===== src/inc/amx_pkg.sv =====
// Shared widths, timing counts, operation codes and carrier structs of the
// accumulator multiply-subtract and move slice.
// Assumes the pipeline decodes instructions into amx_req_s beats on mclk.
`default_nettype none

package amx_pkg;

  // ==========================================================================
  // Widths and counts
  localparam int unsigned DATA_W      = 32;
  localparam int unsigned ACC_W       = 64;
  localparam int unsigned NUM_ACC     = 4;
  localparam int unsigned IDX_W       = 2;
  localparam int unsigned CURSOR_W    = 6;
  localparam int unsigned MUL_LAT     = 2;
  localparam logic [5:0]  CURSOR_STEP = 6'h20;
  localparam logic [5:0]  CURSOR_RST  = 6'h00;
  localparam logic [63:0] ACC_RST     = 64'h0000_0000_0000_0000;
  localparam logic [1:0]  BASE_PAIR   = 2'h0;

  // ==========================================================================
  // Operation and exception codes
  typedef enum logic [2:0] {
    op_mul_sub_signed,
    op_mul_sub_unsigned,
    op_move_to_upper,
    op_move_to_bottom,
    op_shift_in_word
  } amx_op_e;

  typedef enum logic [1:0] {
    exc_none,
    exc_reserved,
    exc_disabled
  } amx_exc_e;

  // ==========================================================================
  // Carriers
  typedef struct packed {
    amx_op_e     op;
    logic        reserved;
    logic [1:0]  pair_index;
    logic [31:0] source_one;
    logic [31:0] source_two;
  } amx_req_s;

  typedef struct packed {
    logic     done;
    amx_exc_e exc;
  } amx_rsp_s;

  typedef struct packed {
    logic       req;
    logic [1:0] pair_index;
    logic       upper;
  } amx_rd_s;

endpackage

`default_nettype wire


===== src/hw/amx_acc.sv =====
// Four 64-bit accumulators with multiply-subtract, half moves and shift-in.
// Assumes the pipeline holds a request until op_ready, and a read until rd_valid.
//
// Behaviour
// RULE1 - Signed multiply-subtract: sign-extend both words, subtract signed product.
// RULE2 - Unsigned multiply-subtract: zero-extend both words, subtract unsigned product.
// RULE3 - Full 64-bit difference written back: bits 63..32 upper, 31..0 bottom.
// RULE4 - Multiply-subtract never raises an arithmetic fault; result wraps modulo 2^64.
// RULE5 - Pair index 0..3; index 0 is the base upper/bottom pair.
// RULE6 - Multiply-subtract updates only the selected accumulator, no general register.
// RULE7 - Any operation may end in reserved-instruction or module-disabled exception.
// RULE8 - Multiply runs in background; reads of its accumulator stall until written.
// RULE9 - Move to upper copies source into upper half, bottom untouched.
// RULE10 - Move to bottom copies source into bottom half from bit 0, upper untouched.
// RULE11 - Base product result in pair 0 must be read before either half is written; the code only raises base_unread and does not hold off such writes.
// RULE12 - Read-before-write restriction only for pair 0; pairs 1..3 always writable.
// RULE13 - Shift-in moves bottom word to upper, loads source low word into bottom.
// RULE14 - After shift-in, bit-cursor field increases by 32.
// RULE15 - Software keeps cursor at 32 or less before shift-in, else cursor undefined.
// RULE16 - Software detects multiply-subtract overflow itself; no flag or trap exists.
// RULE17 - Software should place the shorter operand in the second source.
// RULE18 - Each accumulator is 64 bits: upper bits 63..32, bottom bits 31..0.
`default_nettype none

module amx_acc #(
  parameter int unsigned MUL_LAT = amx_pkg::MUL_LAT
) (
  // Clock and reset
  input  wire logic              mclk,
  input  wire logic              rst_b,
  input  wire logic              clk_en,
  // Module enable from the control state
  input  wire logic              sp_enable,
  // Operation request and answer
  input  wire logic              op_valid,
  input  wire amx_pkg::amx_req_s op_req,
  output logic                   op_ready,
  output amx_pkg::amx_rsp_s      op_rsp,
  // Accumulator read port
  input  wire amx_pkg::amx_rd_s  rd,
  output logic                   rd_valid,
  output logic [31:0]            rd_data,
  // Base product write into pair 0
  input  wire logic              base_wr,
  input  wire logic [63:0]       base_value,
  output logic                   base_unread,
  // Bit-cursor field of the control register
  input  wire logic              cursor_load,
  input  wire logic [5:0]        cursor_value,
  output logic [5:0]             cursor
);

  // ==========================================================================
  // State
  typedef struct packed {
    logic [3:0][63:0]     acc;
    logic [5:0]           cursor;
    logic                 busy;
    logic [1:0]           pend_idx;
    logic                 op_ready;
    amx_pkg::amx_rsp_s    rsp;
    logic                 rd_valid;
    logic [31:0]          rd_data;
    logic                 base_unread;
  } amx_acc_st_s;

  amx_acc_st_s st_reg;
  amx_acc_st_s st_next;

  logic        take;
  logic        is_mul;
  logic        mul_valid;
  logic [63:0] mul_product;

  function automatic logic [31:0] upper_half_word(input logic [63:0] v);
    upper_half_word = v[63:32];
  endfunction

  function automatic logic [31:0] bottom_half_word(input logic [63:0] v);
    bottom_half_word = v[31:0];
  endfunction

  assign take   = op_valid && st_reg.op_ready;
  assign is_mul = (op_req.op == amx_pkg::op_mul_sub_signed) ||
                  (op_req.op == amx_pkg::op_mul_sub_unsigned);

  // ==========================================================================
  // Multiplier
  // The pipeline keeps running while later requests wait; only a low clk_en stalls it.
  amx_mul #(
    .LAT       (MUL_LAT)
  ) u_mul (
    .mclk      (mclk),
    .rst_b     (rst_b),
    .clk_en    (clk_en),
    .start     (take && is_mul && sp_enable && !op_req.reserved),
    .is_signed (op_req.op == amx_pkg::op_mul_sub_signed),        // RULE1 RULE2
    .a         (op_req.source_one),
    .b         (op_req.source_two),
    .valid     (mul_valid),
    .product   (mul_product)
  );

  // ==========================================================================
  // Next state
  always_comb begin
    st_next              = st_reg;
    st_next.rsp          = '{done: 1'b0, exc: amx_pkg::exc_none};
    st_next.rd_valid     = 1'b0;

    // Base product lands in pair 0 and must be read back first
    if (base_wr) begin
      st_next.acc[amx_pkg::BASE_PAIR] = base_value;                 // RULE5
      st_next.base_unread             = 1'b1;                       // RULE11
    end

    if (cursor_load) begin
      st_next.cursor = cursor_value;
    end

    // Wraps silently; no overflow status exists for this path
    if (mul_valid) begin
      st_next.acc[st_reg.pend_idx] = st_reg.acc[st_reg.pend_idx] - mul_product; // RULE3 RULE4 RULE6
      st_next.busy                 = 1'b0;
      st_next.rsp.done             = 1'b1;
    end

    if (take) begin
      if (op_req.reserved) begin
        st_next.rsp = '{done: 1'b1, exc: amx_pkg::exc_reserved};     // RULE7
      end else if (!sp_enable) begin
        st_next.rsp = '{done: 1'b1, exc: amx_pkg::exc_disabled};     // RULE7
      end else begin
        unique case (op_req.op)
          amx_pkg::op_mul_sub_signed,
          amx_pkg::op_mul_sub_unsigned: begin
            st_next.busy     = 1'b1;                                  // RULE8
            st_next.pend_idx = op_req.pair_index;
          end
          amx_pkg::op_move_to_upper: begin
            st_next.acc[op_req.pair_index][63:32] = op_req.source_one; // RULE9 RULE12
            st_next.rsp.done = 1'b1;
          end
          amx_pkg::op_move_to_bottom: begin
            st_next.acc[op_req.pair_index][31:0] = op_req.source_one;  // RULE10 RULE12
            st_next.rsp.done = 1'b1;
          end
          amx_pkg::op_shift_in_word: begin
            st_next.acc[op_req.pair_index] =
              {bottom_half_word(st_reg.acc[op_req.pair_index]), op_req.source_one}; // RULE13
            // From 32 upward the sum simply wraps in the field width
            st_next.cursor   = st_next.cursor + amx_pkg::CURSOR_STEP;  // RULE14 RULE15
            st_next.rsp.done = 1'b1;
          end
          default: begin
            st_next.rsp = '{done: 1'b1, exc: amx_pkg::exc_reserved};
          end
        endcase
      end
    end

    // Read of a pair whose product is still in flight waits for the writeback
    if (rd.req && !(st_reg.busy && rd.pair_index == st_reg.pend_idx)) begin // RULE8
      st_next.rd_valid = 1'b1;
      st_next.rd_data  = rd.upper ? upper_half_word(st_reg.acc[rd.pair_index]) :
                                    bottom_half_word(st_reg.acc[rd.pair_index]); // RULE18
      if (rd.pair_index == amx_pkg::BASE_PAIR && !base_wr) begin
        st_next.base_unread = 1'b0;
      end
    end

    // One multiply in flight at a time keeps the pending tag simple
    st_next.op_ready = !st_next.busy;
  end

  // ==========================================================================
  // Registers
  always_ff @(posedge mclk or negedge rst_b) begin
    if (!rst_b) begin
      st_reg.acc         <= {amx_pkg::NUM_ACC{amx_pkg::ACC_RST}};
      st_reg.cursor      <= amx_pkg::CURSOR_RST;
      st_reg.busy        <= 1'b0;
      st_reg.pend_idx    <= 2'h0;
      st_reg.op_ready    <= 1'b1;
      st_reg.rsp         <= '{done: 1'b0, exc: amx_pkg::exc_none};
      st_reg.rd_valid    <= 1'b0;
      st_reg.rd_data     <= 32'h0000_0000;
      st_reg.base_unread <= 1'b0;
    end else if (clk_en) begin
      st_reg <= st_next;
    end
  end

  assign op_ready    = st_reg.op_ready;
  assign op_rsp      = st_reg.rsp;
  assign rd_valid    = st_reg.rd_valid;
  assign rd_data     = st_reg.rd_data;
  assign base_unread = st_reg.base_unread;
  assign cursor      = st_reg.cursor;

endmodule

`default_nettype wire


===== src/hw/amx_mul.sv =====
// Pipelined 32x32 multiplier, signed or unsigned, for the multiply-subtract path.
// Assumes start is a single-cycle pulse from logic on mclk.
`default_nettype none

module amx_mul #(
  parameter int unsigned LAT = amx_pkg::MUL_LAT
) (
  // Clock and reset
  input  wire logic        mclk,
  input  wire logic        rst_b,
  input  wire logic        clk_en,
  // Operands
  input  wire logic        start,
  input  wire logic        is_signed,
  input  wire logic [31:0] a,
  input  wire logic [31:0] b,
  // Result
  output logic             valid,
  output logic [63:0]      product
);

  typedef struct packed {
    logic [LAT-1:0]        vld;
    logic [LAT-1:0][63:0]  prod;
  } amx_mul_st_s;

  amx_mul_st_s st_reg;
  amx_mul_st_s st_next;

  // Sign bit or zero above the word, so one signed multiplier serves both kinds
  function automatic logic signed [32:0] ext33(input logic s, input logic [31:0] w);
    ext33 = signed'({s & w[31], w});
  endfunction

  logic signed [65:0] full;

  always_comb begin
    full    = ext33(is_signed, a) * ext33(is_signed, b);
    st_next = st_reg;
    st_next.vld[0]  = start;
    st_next.prod[0] = full[63:0];
    for (int i = 1; i < LAT; i++) begin
      st_next.vld[i]  = st_reg.vld[i-1];
      st_next.prod[i] = st_reg.prod[i-1];
    end
  end

  always_ff @(posedge mclk or negedge rst_b) begin
    if (!rst_b) begin
      st_reg <= '0;
    end else if (clk_en) begin
      st_reg <= st_next;
    end
  end

  assign valid   = st_reg.vld[LAT-1];
  assign product = st_reg.prod[LAT-1];

endmodule

`default_nettype wire


===== config.mk =====
export PLATFORM = sky130hd
export DESIGN_NAME = amx_acc
export DESIGN_NICKNAME = d
export VERILOG_FILES = /design/src/inc/amx_pkg.sv /design/src/hw/amx_acc.sv /design/src/hw/amx_mul.sv
export SDC_FILE = /design/constraint.sdc
export NUM_CORES = 2
export LEC_CHECK = 0
export BUFFER_PORTS_ARGS = -buffer_cell sky130_fd_sc_hd__buf_4
export CORE_MARGIN = 8
export CORE_UTILIZATION = 65
export DETAILED_ROUTE_END_ITERATION = 8
export PLACE_DENSITY = 0.83
export SLEW_MARGIN = 15
export SYNTH_ARGS = -nofsm -noshare
export SYNTH_HDL_FRONTEND = slang
export SYNTH_SLANG_ARGS = --single-unit

===== constraint.sdc =====
create_clock -name mclk -period 8.4 [get_ports mclk]
set_clock_uncertainty 0.1 [all_clocks]
set_input_delay 1.68 -clock mclk [delete_from_list [all_inputs] [get_ports mclk]]
set_output_delay 1.68 -clock mclk [all_outputs]
set_load 0.1 [all_outputs]

# After elaboration in Yosys (flattened, before gate mapping)
# Cells that the tools add are included.
[op_classes]
add_sub_neg = 2
n_mul = 1
n_lt_le_gt_ge = 5
n_eq_ne = 5
n_mux = 38
bitwise_logic = 3
reduce_logical = 20
[op_table]
columns = ["operator", "count"]
rows = [
  ["256-bit bitwise mux", 4],
  ["265-bit 2-to-1 mux", 3],
  ["256-bit case mux with 3 select lines", 1],
  ["64-bit demux with 2-bit select", 4],
  ["64-bit binary-select mux with 2-bit select", 3],
  ["64-bit 2-to-1 mux", 6],
  ["256-bit 2-to-1 mux", 1],
  ["32-bit 2-to-1 mux", 3],
  ["33-bit by 33-bit multiplier with 64-bit output", 1],
  ["64-bit subtractor", 1],
  ["34-bit 2-to-1 mux", 1],
  ["3-bit 2-to-1 mux", 4],
  ["6-bit 2-to-1 mux", 2],
  ["1-bit logical AND", 9],
  ["2-bit by 3-bit less-than comparator with 1-bit output (second input constant)", 3],
  ["6-bit adder (second input constant)", 1],
  ["3-bit by 2-bit equality test with 1-bit output (second input constant)", 2],
  ["1-bit 2-to-1 mux", 6],
  ["5-bit AND reduction", 1],
  ["5-bit OR reduction", 1],
  ["2-bit by 1-bit >= comparator with 1-bit output (second input constant)", 2],
  ["1-bit logical NOT", 4],
  ["3-bit by 1-bit equality test with 1-bit output (second input constant)", 1],
  ["3-bit equality test (second input constant)", 1],
  ["other kinds (8)", 9],
]
[totals]
ff_bits = 433
input_bits = 151
out_inout_bits = 44
word_cells = 90

# Longest topological paths before layout
[logic_depth]
ltp_word = 12
mapped_depth = 34
mapped_depth_nobuf = 31

# By module
# A second synthesis with hierarchy kept.
[hier_totals]
cells_unflattened = 7524
hier_area_um2 = 67837.6
[by_module_without_submodules]
columns = ["module", "n_inst", "cells_per_inst", "area_each_um2", "seq_area_each_um2"]
rows = [
  ["amx_mul", 1, 4442, 42499.5, 3253.1],
  ["amx_acc", 1, 3082, 25338.1, 7583.5],
]

# Worst setup path before layout
# No wires, ideal clock.
[synth_timing]
kind = "in2reg"
from = "in op_req[67] (netlist bit)"
to = "reg u_mul.st_reg (netlist bit u_mul.st_next[124])"
setup_time_ns = 0.120
arrival_time_ns = 9.933
required_time_ns = 8.180
setup_slack_ns = -1.752
path_stages = 32
path_buffers = 2
cell_sequence = "clkbuf_1 -> or2_2 -> nor2_1 -> and2_0 -> clkbuf_1 -> nand2_1 -> inv_1 -> fa_1 -> inv_1 -> fa_1 -> inv_1 -> fa_1 -> fa_1 -> inv_1 -> fa_1 -> inv_1 -> fa_1 -> inv_1 -> fa_1 -> fa_1 -> inv_1 -> ha_1 -> inv_1 -> o21bai_1 -> a21oi_1 -> o21ai_0 -> a21oi_1 -> a31oi_2 -> nor4_1 -> nor4b_2 -> or3_1 -> a31o_1"
[synth_between]
elab_chain_cells = 3
word_cells_on_any_way = 4
classes_between = "1 x mul; 2 x bitwise; 1 x reduce/logical"
[synth_rtl]
columns = ["element", "line", "source"]
rows = [
  ["start: declaration", "amx_acc.sv:36", "input wire amx_pkg::amx_req_s op_req,"],
  ["3-bit logical NOT *", "amx_acc.sv:97", ".is_signed (op_req.op == amx_pkg::op_mul_sub_signed),"],
  ["1-bit bitwise AND", "amx_mul.sv:32", "ext33 = signed'({s & w[31], w});"],
  ["33-bit by 33-bit multiplier with 64-bit output *", "amx_mul.sv:38", "full = ext33(is_signed, a) * ext33(is_signed, b);"],
  ["end signal: assignment", "amx_mul.sv:52", "st_reg <= st_next;"],
  ["end: declaration", "amx_mul.sv:27", "amx_mul_st_s st_reg;"],
]
# Every way passes the cells marked *; elsewhere a longest branch is shown, timed or not.
# A chain may end at the register's enable or synchronous reset.

# Worst setup path in the final report
[layout_timing]
from = "in op_req[68] (netlist bit)"
to = "reg u_mul.st_reg (netlist bit u_mul.st_next[116])"
# The elaborated chain is that of the path after synthesis.

==> impl_metrics.yaml <==
die:
  initial_core_util_pct: 65.3
  die_w_um: 338
  fp.dieH_um: 338
  die_area_um2: 114000
  rows: 118
  core-area_um2: 103000
  ioPinCount: 195
routing:
  drc: 7
  via_per_inst: 6.68
  dr.pass1.iters: 9
  wire_per_inst_um: 27.7
  ant_nets: 0
  vias: 61800
  first_iter_violations: 9040
  drt_wl_total_um: 256000
yosys:
  synth_top_family_by_area: "adder cells"
  synth-xor-area-share_pct: 1.75
  synth_edf_count: 0
  syn_nets: 9098
  synth-compound-area-share_pct: 13.6
  yosysUniqueCellTypes: 97
  synth.area.mux_share_pct: 6.41
  syn-cell-area_um2: 67500
  yosys.area_share.simple_pct: 13.4
  ys.flop_type: "dfrtp_1"
  ys_warn_count: 0
  avgSynthCellArea_um2: 8.95
  async_reset_ff_share_pct: 100
  synth_fa_ha_area_share_pct: 38.5
  syn_inst: 7546
  ys_seq_area_share_pct: 16.1
  synth-seq-cells: 433
clock_tree:
  cts_made_buffers: 46
  holdBufCountCts: 0
  cts_sinks: 433
  cts_tree: "done"
  cts_max_level: 2
  clk_pin_slew_worst_paths_ns: 0.07
  clockBufferDepth: 3
  clk_latency_ns: 0.63
  root_buffer: "clkbuf_16"
grt:
  grtUsageMet2_pct: 64.4
  met3_usage_pct: 15.6
  grt_pass1_vias: 64100
  grt_pass1_wl_um: 383000
  met1_usage_pct: 52.4
  grt_use_total_pct: 43.5
  grt_max_degree: 156
  busiest_layer: "met2"
  antenna_found_initial: 23
  overflow: 0
cells_and_area:
  drive_above_1_share_pct: 17.3
  area_growth_pct: 13.9
  seq_area_um2: 10800
  multi_input_area_um2: 51100
  nets: 9372
  nFillCells: 6985
  largest_reg_flops: 259
sta:
  fin_ws_ns: -0.620
  final_hold_viol_count: 0
  fin_crit_ns: 9.02
  setup_viol: 26
  timing.final.crit_share_pct: 107
  max_freq_mhz: 111
  rsz0062_at_grt: "true"
  drv_slew: 0
  relSlewSlack_pct: 3.37
  tightest_slew_ns: 1.45
critical_path:
  critPathMaxFanout: 5
  endpoint_kind: "flip-flop"
  critPathSlowestCell: "fa_2"
  worstSetupStartpointType: "input port"
  slowest_delay_ns: 0.61
  worstPathBufferInverterCount: 9
  crit_family: "adder cells"
  crit_type: "in -> reg"
  required_ns: 8.78
  critPathArrivalTime_ns: 9.40
placed_design:
  port_buffers: 194
  hpwlAfterDp_um: 189000
  place.gp.congestion: 1.03
  post-place-ws_ns: -1.46
status:
  violations: "design-rule violations, negative setup slack"
  outcome: "finished, violations left"
hold_path:
  hold_class: "reg -> reg"
run:
  maxCapViolCount: 0
cell families after synthesis:
kind of cell               after synthesis
DFF                                    433
AOI/OAI and AO/OA                     1456
and+or+nand+nor                       2048
muxes                                  265
buffers and inverters                 1809
xor gates and xnor gates               134
adders and majority gates             1401
synth_stat cells (41+ instances only):
cell type | number | area share [%]
clkbuf_1 | 466 | 2.6
mux2i_1 | 76 | 1.1
nand3_1 | 53 | 0.39
and3_1 | 55 | 0.51
inv_1 | 1244 | 6.9
a21o_1 | 94 | 1.0
xnor2_1 | 89 | 1.2
dfrtp_1 | 432 | 16
a22oi_1 | 43 | 0.48
fa_1 | 1126 | 33
a21oi_1 | 414 | 3.1
nand2_1 | 1058 | 5.9
o22ai_1 | 117 | 1.1
o21ai_0 | 395 | 2.9
xor2_1 | 44 | 0.57
buf_4 | 41 | 0.46
mux4_2 | 128 | 4.3
buf_1 | 48 | 0.27
mux2_2 | 61 | 1.0
ha_1 | 275 | 5.1
nor2_1 | 414 | 2.3
and2_1 | 311 | 2.9
layout by cell type (no fill, tap or decap), types with 43 or more instances in the layout:
cell type and instances:
and2_1 297, and3_1 47, mux2_2 53, inv_1 1210, a21o_1 94, a22oi_1 43, ha_1 245, nand3_1 50
dfrtp_1 430, o21ai_0 376, o22ai_1 117, nor2_1 398, buf_6 45, xnor2_1 82, nand2_1 1037, fa_1 1086
buf_4 689, clkbuf_16 48, a21oi_1 387, mux4_2 128, mux2i_1 76
what timing repair did:
item | CTS | global route
pin swaps | 152 | 126
buffers inserted | 46 | 26
endpoints found under the setup margin | 30 | 34
resized for setup | 200 | 157
gates cloned | 2 | 1
worst paths after layout:
kind,cells after the start,to,slack (ns),startpoint
worst max-delay path,30,u_mul.st_next[116],-0.62,op_req[68]
worst min-delay path,1,rd_valid,0.38,rd_valid
worst max register to register,15,st_reg[295],2.12,st_reg[38]
worst min register to register,1,rd_valid,0.38,rd_valid
max in group asynchronous,2,u_mul.st_next[110],5.67,rst_b
min in group asynchronous,1,op_rsp[2],0.93,rst_b
per-layer routing:
layer	wire, um	vias up
li1	-	24800
met1	83500	30400
met2	109000	5086
met3	36500	1568
met4	26800	10
met5	69	-
per-stage QoR:
| stage | TNS [ns] | instance area [um^2] | util [%] | std cells | hold WS (ns) |
|---|---|---|---|---|---|
| after global routing | -11.16 | 76800 | 74.4 | 9243 | 0.390 |
| after detailed placement | -33.50 | 73000 | 70.7 | 9086 | 0.367 |
| after global placement | -28.87 | 73000 | 70.7 | 9086 | 0.357 |
| final | -7.20 | 76900 | 74.4 | 9252 | 0.383 |
| after CTS | -4.30 | 76000 | 73.5 | 9215 | 0.380 |
| after floorplan | -11.13 | 68200 | - | 7546 | 0.346 |
cell type report:
type                            instances  area share (%)
Multi-Input combinational cell       5304            66.5
Sequential cell                       433            14.1
Timing Repair Buffer                  790            8.85
Inverter                             1245            6.10
Tap cell                             1380            2.25
Clock buffer                           62            1.75
Clock inverter                         22           0.396
Antenna cell                           16          0.0521
Power is left out: the tool's default activity adds up to more than one toggle a clock period on the data nets, which glitch-free logic cannot reach.
